**src/verilog/spio_pkg.sv**
```systemverilog
// Package for the shared parallel I/O ports: widths, port indices, pin masks, bit positions and carrier structs.
package spio_pkg;

  // ----------------------------------------------------------------
  // Port geometry
  // ----------------------------------------------------------------
  localparam int unsigned SPIO_NPORTS = 5;
  localparam int unsigned SPIO_W = 8;
  localparam int unsigned SPIO_PA = 0;
  localparam int unsigned SPIO_PB = 1;
  localparam int unsigned SPIO_PC = 2;
  localparam int unsigned SPIO_PD = 3;
  localparam int unsigned SPIO_PE = 4;
  // Fourth port has seven pins; this mask keeps bit 7 unimplemented.
  localparam logic [7:0] SPIO_PD_MASK = 8'h7f;
  // First port bit 0 has no output driver.
  localparam logic [7:0] SPIO_PA_OUT_MASK = 8'hfe;
  localparam logic [7:0] SPIO_BYTE_ZERO = 8'h00;
  localparam logic [7:0] SPIO_BYTE_ONES = 8'hff;

  // ----------------------------------------------------------------
  // Bit positions of shared functions
  // ----------------------------------------------------------------
  localparam int unsigned SPIO_SCI_TX_BIT = 0;
  localparam int unsigned SPIO_SCI_RX_BIT = 1;
  localparam int unsigned SPIO_TMR1_BIT = 7;
  localparam int unsigned SPIO_SPI_SS_BIT = 7;
  localparam int unsigned SPIO_SPI_CLK_BIT = 6;
  localparam int unsigned SPIO_SPI_MISO_BIT = 5;
  localparam int unsigned SPIO_SPI_MOSI_BIT = 4;
  localparam int unsigned SPIO_BKGD_BIT = 0;
  localparam int unsigned SPIO_RST_BIT = 1;
  localparam int unsigned SPIO_TMR0_BIT = 6;
  localparam logic [7:0] SPIO_FIRST_KEYPAD_INTERRUPT_UNIT_HI_MASK = 8'hf0;
  localparam logic [7:0] SPIO_SECOND_KEYPAD_INTERRUPT_UNIT_MASK = 8'h0f;

  // ----------------------------------------------------------------
  // Carrier types
  // ----------------------------------------------------------------
  typedef logic [SPIO_NPORTS-1:0][SPIO_W-1:0] spio_bytes_type;

  // One software write strobe per port, data and which register.
  typedef struct packed {
    logic [SPIO_NPORTS-1:0] wr_data;
    logic [SPIO_NPORTS-1:0] wr_dir;
    logic [SPIO_NPORTS-1:0] wr_pull;
    logic [SPIO_W-1:0] wdata;
  } spio_wr_type;

  // Peripheral claims on the pins; timer, SPI and background functions say whether they drive.
  typedef struct packed {
    logic [7:0] first_keypad_interrupt_unit_en;
    logic [7:0] first_keypad_interrupt_unit_rise;
    logic [3:0] second_keypad_interrupt_unit_en;
    logic sci_en;
    logic sci_tx;
    logic tmr1_en;
    logic tmr1_oe;
    logic tmr1_out;
    logic spi_en;
    logic [3:0] spi_oe;
    logic [3:0] spi_out;
    logic tmr0_en;
    logic tmr0_oe;
    logic tmr0_out;
    logic bkgd_oe;
    logic bkgd_out;
    logic bkgd_release;
  } spio_periph_type;

  // Pad controls: drive level, driver enable, pullup and pulldown.
  typedef struct packed {
    spio_bytes_type out;
    spio_bytes_type oe;
    spio_bytes_type pu;
    spio_bytes_type pd;
  } spio_pad_type;

  // State of the port block, apart from the mode strap sampler.
  typedef struct packed {
    spio_bytes_type dat;
    spio_bytes_type dir;
    spio_bytes_type pull;
    logic bkgd_own;
    spio_bytes_type sync1;
    spio_bytes_type sync2;
    spio_bytes_type rd;
    spio_pad_type pad;
    logic mode_sel;
  } spio_state_type;

endpackage : spio_pkg

```
**src/verilog/spio_ports.sv**
```systemverilog
// Shared parallel I/O ports: data latches, direction, pullups and peripheral overrides.
//
// Behaviour
// - Thirty-nine pins: four eight-bit, one seven-bit port.
// - First port bit 0 is input only.
// - All first port pins feed first keypad unit.
// - Serial enabled: second port bits 0,1 transmit/receive.
// - Second port bit 7 serves timer channel one.
// - SPI enabled: third port bits 7..4 SPI.
// - Third port bits 3..0 feed second keypad unit.
// - Fourth port bit 0 starts as background pin.
// - Background owning pin forces its pullup on.
// - Mode select in reset, background pin afterwards.
// - Software may reassign that pin as output only.
// - Fourth port bit 1 always serves reset function.
// - Fourth port bit 6 serves timer channel zero.
// - Plain GPIO only when no peripheral controls pin.
// - Data read: pin if input, latch if output.
// - Data writes always update the latch.
// - Drive latch only for unclaimed output pins.
// - Direction bit still selects read source under override.
// - Fourth port bits 0,1 always read pin level.
// - Pullup enable acts only while direction is input.
// - Pullup also serves peripheral inputs when direction input.
// - Reset clears latches; pins inputs, pullups off except the background pin's.
// - Rising keypad inputs on bits 7..4 use pulldowns.
module spio_ports
  import spio_pkg::*;
(
  // Clock, reset and enable
  input wire logic i_mclk,
  input wire logic i_rstn,
  input wire logic i_ce,
  // Software register access
  input wire spio_wr_type i_wr,
  input wire logic i_bkgd_to_gpio,
  // Sharing peripherals
  input wire spio_periph_type i_periph,
  // Pad inputs
  input wire spio_bytes_type i_pin,
  // Register read-back
  output spio_bytes_type o_rd_data,
  output spio_bytes_type o_rd_dir,
  output spio_bytes_type o_rd_pull,
  output logic o_bkgd_own,
  output logic o_mode_select,
  // Synchronised pin levels to peripherals
  output spio_bytes_type o_pin_sync,
  // Pad controls
  output spio_pad_type o_pad
);

  spio_state_type cur_ff;
  spio_state_type nxt_cur;

  // ----------------------------------------------------------------
  // Pin ownership
  // ----------------------------------------------------------------
  // Per pin: claimed by a peripheral, peripheral drives it, and its level.
  spio_bytes_type claim;
  spio_bytes_type p_oe;
  spio_bytes_type p_out;
  spio_bytes_type p_in;
  spio_bytes_type impl_mask;
  spio_bytes_type drv_mask;

  // Implemented bits and bits that have an output driver.
  always_comb begin
    impl_mask = '{default: SPIO_BYTE_ONES};
    impl_mask[SPIO_PD] = SPIO_PD_MASK;
    drv_mask = impl_mask;
    drv_mask[SPIO_PA] = SPIO_PA_OUT_MASK;
  end

  // Peripheral claims; keypad inputs claim only for input-side use.
  always_comb begin
    claim = '0;
    p_oe = '0;
    p_out = '0;
    p_in = '0;
    claim[SPIO_PA] = i_periph.first_keypad_interrupt_unit_en;
    p_in[SPIO_PA] = i_periph.first_keypad_interrupt_unit_en;
    claim[SPIO_PC][3:0] = i_periph.second_keypad_interrupt_unit_en;
    p_in[SPIO_PC][3:0] = i_periph.second_keypad_interrupt_unit_en;
    if (i_periph.sci_en) begin
      claim[SPIO_PB][SPIO_SCI_TX_BIT] = 1'b1;
      p_oe[SPIO_PB][SPIO_SCI_TX_BIT] = 1'b1;
      p_out[SPIO_PB][SPIO_SCI_TX_BIT] = i_periph.sci_tx;
      claim[SPIO_PB][SPIO_SCI_RX_BIT] = 1'b1;
      p_in[SPIO_PB][SPIO_SCI_RX_BIT] = 1'b1;
    end
    if (i_periph.tmr1_en) begin
      claim[SPIO_PB][SPIO_TMR1_BIT] = 1'b1;
      p_oe[SPIO_PB][SPIO_TMR1_BIT] = i_periph.tmr1_oe;
      p_out[SPIO_PB][SPIO_TMR1_BIT] = i_periph.tmr1_out;
      p_in[SPIO_PB][SPIO_TMR1_BIT] = ~i_periph.tmr1_oe;
    end
    if (i_periph.spi_en) begin
      claim[SPIO_PC][SPIO_SPI_SS_BIT:SPIO_SPI_MOSI_BIT] = 4'hf;
      p_oe[SPIO_PC][SPIO_SPI_SS_BIT:SPIO_SPI_MOSI_BIT] = i_periph.spi_oe;
      p_out[SPIO_PC][SPIO_SPI_SS_BIT:SPIO_SPI_MOSI_BIT] = i_periph.spi_out;
      p_in[SPIO_PC][SPIO_SPI_SS_BIT:SPIO_SPI_MOSI_BIT] = ~i_periph.spi_oe;
    end
    if (i_periph.tmr0_en) begin
      claim[SPIO_PD][SPIO_TMR0_BIT] = 1'b1;
      p_oe[SPIO_PD][SPIO_TMR0_BIT] = i_periph.tmr0_oe;
      p_out[SPIO_PD][SPIO_TMR0_BIT] = i_periph.tmr0_out;
      p_in[SPIO_PD][SPIO_TMR0_BIT] = ~i_periph.tmr0_oe;
    end
    // The reset pin is never handed back to the port logic.
    claim[SPIO_PD][SPIO_RST_BIT] = 1'b1;
    p_in[SPIO_PD][SPIO_RST_BIT] = 1'b1;
    if (cur_ff.bkgd_own) begin
      claim[SPIO_PD][SPIO_BKGD_BIT] = 1'b1;
      p_oe[SPIO_PD][SPIO_BKGD_BIT] = i_periph.bkgd_oe;
      p_out[SPIO_PD][SPIO_BKGD_BIT] = i_periph.bkgd_out;
      p_in[SPIO_PD][SPIO_BKGD_BIT] = ~i_periph.bkgd_oe;
    end
  end

  // ----------------------------------------------------------------
  // Next state
  // ----------------------------------------------------------------
  always_comb begin
    nxt_cur = cur_ff;
    // Two-stage synchroniser; only the second stage is looked at.
    nxt_cur.sync1 = i_pin;
    nxt_cur.sync2 = cur_ff.sync1;
    // Mode select field keeps its reset value; the strap sampler below catches the level.
    nxt_cur.mode_sel = cur_ff.mode_sel;
    // Software hands the background pin over; a one-way move until reset.
    if (i_bkgd_to_gpio) begin
      nxt_cur.bkgd_own = 1'b0;
    end
    for (int p = 0; p < SPIO_NPORTS; p++) begin
      // Latch takes every write, claimed or input pin alike.
      if (i_wr.wr_data[p]) begin
        nxt_cur.dat[p] = i_wr.wdata & impl_mask[p];
      end
      if (i_wr.wr_dir[p]) begin
        nxt_cur.dir[p] = i_wr.wdata & impl_mask[p];
      end
      if (i_wr.wr_pull[p]) begin
        nxt_cur.pull[p] = i_wr.wdata & impl_mask[p];
      end
      for (int b = 0; b < SPIO_W; b++) begin
        // Direction alone picks the read source, even under override.
        nxt_cur.rd[p][b] = cur_ff.dir[p][b] ? cur_ff.dat[p][b] : cur_ff.sync2[p][b];
        // Default pad state: undriven, no pull devices.
        nxt_cur.pad.oe[p][b] = 1'b0;
        nxt_cur.pad.out[p][b] = 1'b0;
        nxt_cur.pad.pu[p][b] = 1'b0;
        nxt_cur.pad.pd[p][b] = 1'b0;
        if (claim[p][b]) begin
          nxt_cur.pad.oe[p][b] = p_oe[p][b] & drv_mask[p][b];
          nxt_cur.pad.out[p][b] = p_out[p][b];
          // Pull devices serve peripheral inputs while direction is input.
          nxt_cur.pad.pu[p][b] = p_in[p][b] & ~cur_ff.dir[p][b] & cur_ff.pull[p][b];
        end else begin
          nxt_cur.pad.oe[p][b] = cur_ff.dir[p][b] & drv_mask[p][b];
          nxt_cur.pad.out[p][b] = cur_ff.dat[p][b] & drv_mask[p][b];
          nxt_cur.pad.pu[p][b] = ~cur_ff.dir[p][b] & cur_ff.pull[p][b];
        end
      end
      // Unimplemented bits read zero.
      nxt_cur.rd[p] = nxt_cur.rd[p] & impl_mask[p];
    end
    // Rising-sense keypad inputs on bits 7..4 turn the pullup request into a pulldown.
    for (int b = 0; b < SPIO_W; b++) begin
      if (SPIO_FIRST_KEYPAD_INTERRUPT_UNIT_HI_MASK[b] && i_periph.first_keypad_interrupt_unit_en[b] && i_periph.first_keypad_interrupt_unit_rise[b]) begin
        nxt_cur.pad.pd[SPIO_PA][b] = nxt_cur.pad.pu[SPIO_PA][b];
        nxt_cur.pad.pu[SPIO_PA][b] = 1'b0;
      end
    end
    // Background pin always pulled up while its function owns it.
    if (cur_ff.bkgd_own) begin
      nxt_cur.pad.pu[SPIO_PD][SPIO_BKGD_BIT] = 1'b1;
    end else begin
      // Output-only once reassigned: driver on, no pull, data from latch.
      nxt_cur.pad.oe[SPIO_PD][SPIO_BKGD_BIT] = 1'b1;
      nxt_cur.pad.out[SPIO_PD][SPIO_BKGD_BIT] = cur_ff.dat[SPIO_PD][SPIO_BKGD_BIT];
      nxt_cur.pad.pu[SPIO_PD][SPIO_BKGD_BIT] = 1'b0;
    end
    // These two pins always read the pin level.
    nxt_cur.rd[SPIO_PD][SPIO_BKGD_BIT] = cur_ff.sync2[SPIO_PD][SPIO_BKGD_BIT];
    nxt_cur.rd[SPIO_PD][SPIO_RST_BIT] = cur_ff.sync2[SPIO_PD][SPIO_RST_BIT];
  end

  // ----------------------------------------------------------------
  // State register
  // ----------------------------------------------------------------
  // Reset: latches zero, all inputs, no pulls, background owns its pin,
  // but its pullup is on from the first cycle so the mode strap floats high.
  always_ff @(posedge i_mclk or negedge i_rstn) begin
    if (!i_rstn) begin
      cur_ff <= '0;
      cur_ff.bkgd_own <= 1'b1;
      cur_ff.pad.pu[SPIO_PD][SPIO_BKGD_BIT] <= 1'b1;
    end else if (i_ce) begin
      cur_ff <= nxt_cur;
    end
  end

  // Mode strap caught after reset release, from the synchronised pin.
  logic strap_done_ff;
  logic nxt_strap_done;
  logic strap_level_ff;
  logic nxt_strap_level;
  logic [1:0] strap_wait_ff;
  logic [1:0] nxt_strap_wait;

  // Wait three cycles for the two synchroniser stages to fill, then sample once.
  always_comb begin
    nxt_strap_done = strap_done_ff;
    nxt_strap_level = strap_level_ff;
    nxt_strap_wait = strap_wait_ff;
    if (!strap_done_ff) begin
      if (&strap_wait_ff) begin
        nxt_strap_done = 1'b1;
        nxt_strap_level = cur_ff.sync2[SPIO_PD][SPIO_BKGD_BIT];
      end else begin
        nxt_strap_wait = strap_wait_ff + 2'h1;
      end
    end
  end

  // Strap sampler registers.
  always_ff @(posedge i_mclk or negedge i_rstn) begin
    if (!i_rstn) begin
      strap_done_ff <= 1'b0;
      strap_level_ff <= 1'b0;
      strap_wait_ff <= 2'h0;
    end else if (i_ce) begin
      strap_done_ff <= nxt_strap_done;
      strap_level_ff <= nxt_strap_level;
      strap_wait_ff <= nxt_strap_wait;
    end
  end

  // ----------------------------------------------------------------
  // Outputs, all from flip-flops
  // ----------------------------------------------------------------
  assign o_rd_data = cur_ff.rd;
  assign o_rd_dir = cur_ff.dir;
  assign o_rd_pull = cur_ff.pull;
  assign o_bkgd_own = cur_ff.bkgd_own;
  assign o_mode_select = strap_level_ff;
  assign o_pin_sync = cur_ff.sync2;
  assign o_pad = cur_ff.pad;

endmodule // spio_ports

```
**config.mk**
```make
export PLATFORM = sky130hd
export DESIGN_NAME = spio_ports
export DESIGN_NICKNAME = d
export VERILOG_FILES = /design/src/verilog/spio_pkg.sv /design/src/verilog/spio_ports.sv
export SDC_FILE = /design/constraint.sdc
export NUM_CORES = 1
export LEC_CHECK = 0
export BUFFER_PORTS_ARGS = -buffer_cell sky130_fd_sc_hd__buf_2
export CORE_MARGIN = 2
export CORE_UTILIZATION = 35
export CTS_CLUSTER_SIZE = 20
export DETAILED_ROUTE_END_ITERATION = 10
export GPL_ROUTABILITY_DRIVEN = 0
export HOLD_SLACK_MARGIN = 0.03
export PLACE_DENSITY = 0.67
export SYNTH_ARGS = -nofsm -noshare
export SYNTH_HDL_FRONTEND = slang
export SYNTH_SLANG_ARGS = --single-unit
```
**constraint.sdc**
```tcl
create_clock -name i_mclk -period 1.3 [get_ports i_mclk]
set_input_delay 0.39 -clock i_mclk [delete_from_list [all_inputs] [get_ports i_mclk]]
set_output_delay 0.39 -clock i_mclk [all_outputs]
set_load 0.005 [all_outputs]
```
# Word-level counts from Yosys, hierarchy flattened
# Index checks and enable logic that the tools add are counted.
# W data, S select, Z words.
# word_totals
register_bits	358
mem_bits_rw	0
romBits	0
latchBits	0
n_memories	0
inputBits	107
output_inout_bits	322
elab_cells	318
# classes
n_mul	0
eq_ne	0
n_shift	0
n_reduce_logical	23
muxes	125
bitwise_logic	119
n_lt_le_gt_ge	0
n_addsub	1
div	0
# ops
op	count
$mux W1	120
$and A1 B1 Y1	76
$not A1 Y1	42
$reduce_and A2 Y1	17
$mux W4	4
$logic_and A1 B1 Y1	4
$not A4 Y4	1
$reduce_and A4 Y1	1
$reduce_and A3 Y1	1
$add A2 B1 Y2 const B	1
$mux W2	1

# Longest topological paths before layout
# Gate-level depths: netlist of run 1.
# logic_depth
word_depth	5
ltp_mapped	6
mapped_depth_nobuf	3

# Worst setup path after synthesis of run 1
# Ideal clock, no wire load.
# synth_path
path_type	input-to-reg
startpoint	input port i_ce
endpoint	register strap_wait_ff[1]
setup_time_ns	0.125
path_buffers	2
path_slack_ns	0.011
arrival_ns	1.164
required_ns	1.175
cell_stages	4
cell_sequence	buf_6 buf_12 nor3b_4 mux2_2
# synth_via
elab_chain_len	1
# synth_rtl
item	line	text
start, declared	spio_ports.sv:33	input wire logic i_ce,
$reduce_and A3 Y1 (no source line)	n/a	
end signal, assigned	spio_ports.sv:236	strap_wait_ff <= nxt_strap_wait;
end, declared	spio_ports.sv:209	logic [1:0] strap_wait_ff;
# Every way passes these cells.
# A chain may end at the register's enable or synchronous reset.

# Worst setup path after layout of run 1
# layout_path
startpoint	register cur_ff (netlist bit o_bkgd_own)
endpoint	output port o_bkgd_own
# layout_lines
item	line	text
start, declared	spio_ports.sv:53	spio_state_type cur_ff;
start signal, assigned	spio_ports.sv:200	cur_ff <= nxt_cur;
end, declared	spio_ports.sv:45	output logic o_bkgd_own,
# No word-level cell between the ends.

==> results of run 1 <==
[per-layer routing]
layer,vias to the layer above,wire [um]
li1,4898,-
met1,5475,19500
met2,345,21200
met3,77,2690
met4,6,1130
met5,-,40
[power by group]
group / leakage, uW / switching (uW) / internal, uW
logic: 0.00515 / 2950 / 3960
clock network: 0.000657 / 4590 / 7010
registers: 0.00421 / 1140 / 12800
[logic make-up after synthesis]
kind of cell	after synthesis	synth area share, %
AND/OR/NAND/NOR	157	5.30
multiplexers	279	18.5
buffers and inverters	429	18.2
adder cells (fa/ha/maj)	1	0.0750
AO/OA/AOI/OAI	122	4.25
flip-flops	357	53.6
XOR/XNOR	1	0.0525
other	1	0.0225
[cell usage after synthesis (3+ instances only)]
cell type	count	share of area, %
o21ai_1	9	0.27
buf_2	3	0.090
inv_1	58	1.3
buf_4	335	15
nand2_4	5	0.34
mux2_2	234	16
nand2_1	22	0.50
mux2i_1	45	2.7
a21oi_1	46	1.4
o21ai_0	32	0.96
a31oi_1	6	0.23
nand2_2	10	0.38
nand3b_1	41	1.8
nand2b_1	6	0.23
buf_1	3	0.068
a31o_2	5	0.26
nor2b_1	19	0.71
clkbuf_1	8	0.18
o22ai_1	11	0.41
a41o_1	10	0.60
buf_6	17	1.1
nor2_1	53	1.2
dfrtp_1	355	53
[worst register-to-register path, delay by kind of cell, from the launching register on]
family / cells / cell delay (ns)
and+or+nand+nor: 1 / 0.22
muxes: 1 / 0.32
adders and majority gates: 1 / 0.18
DFF: 1 / 0.41
[path summary, 6_finish.rpt]
kind	from	end	slack, ns
hold / removal	i_pin[12]	cur_ff[253]	0.08
setup / recovery	o_bkgd_own	o_bkgd_own	-0.27
setup reg to reg	strap_wait_ff[0]	strap_wait_ff[1]	0.05
hold reg to reg	o_pad[64]	o_pad[64]	0.49
min in group asynchronous	i_rstn	cur_ff[389]	0.27
max in group asynchronous	i_rstn	o_rd_dir[4]	0.32
[stage by stage]
step                setup TNS, ns  power [uW]  std cells  hold WS [ns]  setup WS (ns)
floorplan                       0       18200       1392        0.0944         0.0114
global placement           -24.31       19200       2087         0.243         -0.141
detailed placement         -27.31       19400       2087         0.246         -0.166
CTS                        -53.56       32300       2296        0.0307         -0.325
global route               -54.01       33900       2351        0.0471         -0.320
finish                     -41.31       32500       2352        0.0759         -0.269
[what timing repair did]
item / 4_1_cts / 5_1_grt
hold buffers: 3 / 0
setup endpoints to repair: 277 / 277
resized for setup: 54 / 14
hold endpoints to repair: 195 / 0
pin swaps: 0 / 2
setup buffers: 137 / 55
gates cloned: 0 / 0
[final cells by class]
cell class,instances,area share (%)
sequential,357,43.7
multi-input combinational,606,23.8
timing repair buffer,654,21.2
clock buffer,59,5.86
tap,607,3.70
inverter,58,1.06
clock inverter,10,0.706
antenna,1,0.0122
[flip-flops by register name, summed over array words and instances, names as in the netlist, 2 cells and up]
signal	flops
o_rd_dir	39
o_rd_data	39
o_rd_pull	39
o_pin_sync	40
cur_ff	78
o_pad	117
strap_wait_ff	2
==> results.cfg, run 1 <==
[synthesis]
ys_warn_count = 0
syn_inst = 1347
synth_cell_types = 34
synth_enable_flop_cells = 0
ys_seq_area_share_pct = 53.6
synthFlopType = dfrtp_1
netlist_area_um2 = 16700
synth.ff_latch_count = 357
synth_async_sr_flop_share_pct = 100
avgSynthCellArea_um2 = 12.4

[run_status]
outcome = complete, but fails checks
violations = negative setup slack

[final_layout]
final_core_util_pct = 44.0
area_delta_synth_final_pct = 23.2
multi_input_area_um2 = 4890
nFillCells = 4303
layout.area.seq_um2 = 8980
layout_commonest_cell = buf_2
nets = 1825
stdcell_area_um2 = 20500
drive_above_1_share_pct = 57.6
final_cell_mix = buf_2 (347), dfrtp_1 (321), buf_4 (260), mux2_2 (233), inv_1 (58)

[critical_path]
start_kind = register
crit_cells = 1
critPathRequiredTime_ns = 0.91
worstPathMaxFanout = 2
crit_chain = buf_6
reg2reg_depth = 3
slowest_stage = dfstp_2
arrival_ns = 1.18
critPathKind = register to primary output
path_buf_inv = 1
critPathTopFamily = flip-flops
critPathMaxStageDelay_ns = 0.55
crit_path_end_kind = primary output

[place]
dp_hpwl_um = 30300
numPortBuffers = 376
placed_cell_area_um2 = 17500

[clock_network]
cts_tree = yes
clockBufferDepth = 3
cts_buffers = 40
cts_max_level = 2
clock-root-buffer = clkbuf_16
clock_sinks = 357
clk_pin_slew_ns = 0.06
clkLatencyLatePin_ns = 0.55

[timing]
worst_pin_slew_ns = 0.571
fin_skew_ns = 0.0104
fin_ws_ns = -0.269
slew_violations = 0
max_freq_ghz = 0.637
period_share_pct = 121
report.final.hold_viol_count = 0
rsz0062_at_grt = yes
max-slew-margin-rel_pct = 62.0
setup_viol = 276
period_needed_ns = 1.57

[global_route]
grt_max_degree = 75
grt.met2_usage_pct = 29.0
grt_usage_pct = 17.6
antenna_found_initial = 4
overflow = 0
use_met1_pct = 22.8
groute.layer.met3.usage_pct = 4.11
grt.busiest_layer = met2
grt_pass1_wl_um = 66100
grt_pass1_vias = 11000

[die]
die-height_um = 222
design.die.area_um2 = 49400
coreArea_um2 = 46800
rows = 79
ios = 429
initial_utilization_pct = 35.7
die_w_um = 222

[power_and_ir_drop]
cellLeakagePower_uw = 0.0100
ir_drop_uv = 1110
power_density_nw_per_um2 = 1580

[route]
drt_iter0_markers = 464
drtPass1Iterations = 4
detail-route-antenna-nets = 0
wire_per_inst_um = 18.9
routed_via_density = 4.59
via_count = 10800
drt_wl_total_um = 44500
drc_errors = 0

[worst_hold_path]
hold_depth = 2
min_path_type = primary input to register

[flow_run]
drv_cap = 0
Note: power is estimated with default switching activity, not from simulation.
==> run 2: changes to the inputs <==
--- a/config.mk
+++ b/config.mk
@@ -6,7 +6,6 @@
 export NUM_CORES = 1
 export LEC_CHECK = 0
 export BUFFER_PORTS_ARGS = -buffer_cell sky130_fd_sc_hd__buf_2
-export CORE_MARGIN = 2
 export CORE_UTILIZATION = 35
 export CTS_CLUSTER_SIZE = 20
 export DETAILED_ROUTE_END_ITERATION = 10
==> run 2 against run 1 <==
The run ends with design-rule violations, negative setup slack left. Non-clock buffer count decreased by 16. Largest power group unchanged. Via count fell by 1.8%. Combinational power decreased by 1%. Global-route usage up 0.090 points. Clock power barely moved. Highest routed layer unchanged. Final cell count down 0.55%. Flip-flop and latch count unchanged. Design area is 0.28% lower. Power barely moved. Die area down 1.8%. Clock skew rose by 0.0038 ns. Register-to-register slack about the same.
==> results.cfg, run 2 (synthesis gave the netlist of run 1 again) <==
[timing]
max_freq_ghz = 0.630
tns_ns = -43.06
rsz0062_at_grt = yes
fin_skew_ns = 0.0142
max-slew-margin-rel_pct = 62.8
fin_ws_ns = -0.288
period_share_pct = 122
period_needed_ns = 1.59
worst_pin_slew_ns = 0.558
setup_viol = 276
report.final.hold_viol_count = 0
slew_violations = 0

[clock_network]
clock_sinks = 357
clkLatencyLatePin_ns = 0.55
clk_pin_slew_ns = 0.06
cts_buffers = 41
cts_tree = yes
clockBufferDepth = 3
cts_max_level = 2
clock-root-buffer = clkbuf_16

[final_layout]
largest_reg_flops = 117
final_cell_mix = buf_2 (338), dfrtp_1 (326), buf_4 (244), mux2_2 (234), inv_1 (58)
nets = 1810
layout_commonest_cell = buf_2
multi_input_area_um2 = 4870
drive_above_1_share_pct = 57.0
stdcell_area_um2 = 20500
layout.area.seq_um2 = 8970
fin_cells = 2339
area_delta_synth_final_pct = 22.9
nFillCells = 4262

[critical_path]
worstPathMaxFanout = 2
critPathTopFamily = flip-flops
crit_chain = buf_6
slowest_stage = dfstp_2
reg2reg_depth = 3
crit_path_end_kind = primary output
path_buf_inv = 1
arrival_ns = 1.20
r2r_start = strap_wait_ff[0]
crit_start = o_bkgd_own
start_kind = register
crit_cells = 1
critPathMaxStageDelay_ns = 0.56
critPathRequiredTime_ns = 0.91
critPathKind = register to primary output

[global_route]
overflow = 0
grt_usage_pct = 17.6
grt_pass1_wl_um = 63800
antenna_found_initial = 5
grt_max_degree = 51
grt_pass1_vias = 10500

[place]
dp_slack_ns = -0.157
dp.cells = 2069
dp_hpwl_um = 29200
numPortBuffers = 376
placed_cell_area_um2 = 17400

[route]
drtPass1Iterations = 8
drc_errors = 63
via_count = 10600
drt_iter0_markers = 582
detail-route-antenna-nets = 0
wire_per_inst_um = 18.8
drt_wl_total_um = 44000
routed_via_density = 4.53

[worst_hold_path]
min_path_type = primary input to register
hold_start = i_pin[5]
hold_depth = 2

[flow_run]
drv_cap = 0

[power_and_ir_drop]
cellLeakagePower_uw = 0.00997
power_density_nw_per_um2 = 1590
ir_drop_uv = 1160

[die]
initial_utilization_pct = 35.7
design.die.area_um2 = 48500
die-height_um = 220
die_w_um = 220
ios = 429
coreArea_um2 = 46800
rows = 79

[run_status]
violations = design-rule violations, negative setup slack
outcome = complete, but fails checks
run 2: final cells by class:
type / count / area share (%)
Antenna cell: 1 / 0.0122
Sequential cell: 357 / 43.8
Clock inverter: 14 / 0.910
Clock buffer: 58 / 5.76
Multi-Input combinational cell: 606 / 23.8
Timing Repair Buffer: 638 / 21.0
Inverter: 58 / 1.06
Tap cell: 607 / 3.71
run 2: repair_timing:
action	in CTS	in global routing
hold buffers	2	0
pin swaps	0	0
setup endpoints to repair	277	276
setup buffers	141	54
resized for setup	54	19
hold endpoints to repair	204	0
run 2: report_power, final:
group	total (uW)	switching, uW	internal (uW)
clock network	11700	4610	7120
registers	13900	1100	12800
logic	6840	2940	3900
total	32500	8650	23800
run 2: final timing paths:
| check | end | slack (ns) |
|---|---|---|
| max | o_bkgd_own | -0.29 |
| min | cur_ff[246] | 0.07 |
| max reg2reg | strap_wait_ff[1] | 0.04 |
| min reg2reg | o_pad[64] | 0.48 |
| max in group asynchronous | o_rd_dir[1] | 0.40 |
| min in group asynchronous | o_pad[66] | 0.35 |
run 2: metrics by stage:
step | total power [uW] | hold slack [ns] | util (%)
after floorplan | 18200 | 0.0944 | -
after global placement | 19100 | 0.332 | 37.2
after detailed placement | 19300 | 0.333 | 37.2
after CTS | 32400 | 0.0310 | 42.7
after global routing | 34100 | 0.0474 | 43.8
final | 32500 | 0.0677 | 43.8
run 2: metal layers:
layer | track usage (%) | wire (um)
met1 | 23.1 | 19100
met2 | 28.2 | 20900
met3 | 4.03 | 2670
met4 | 6.90 | 1250
met5 | 0 | 13
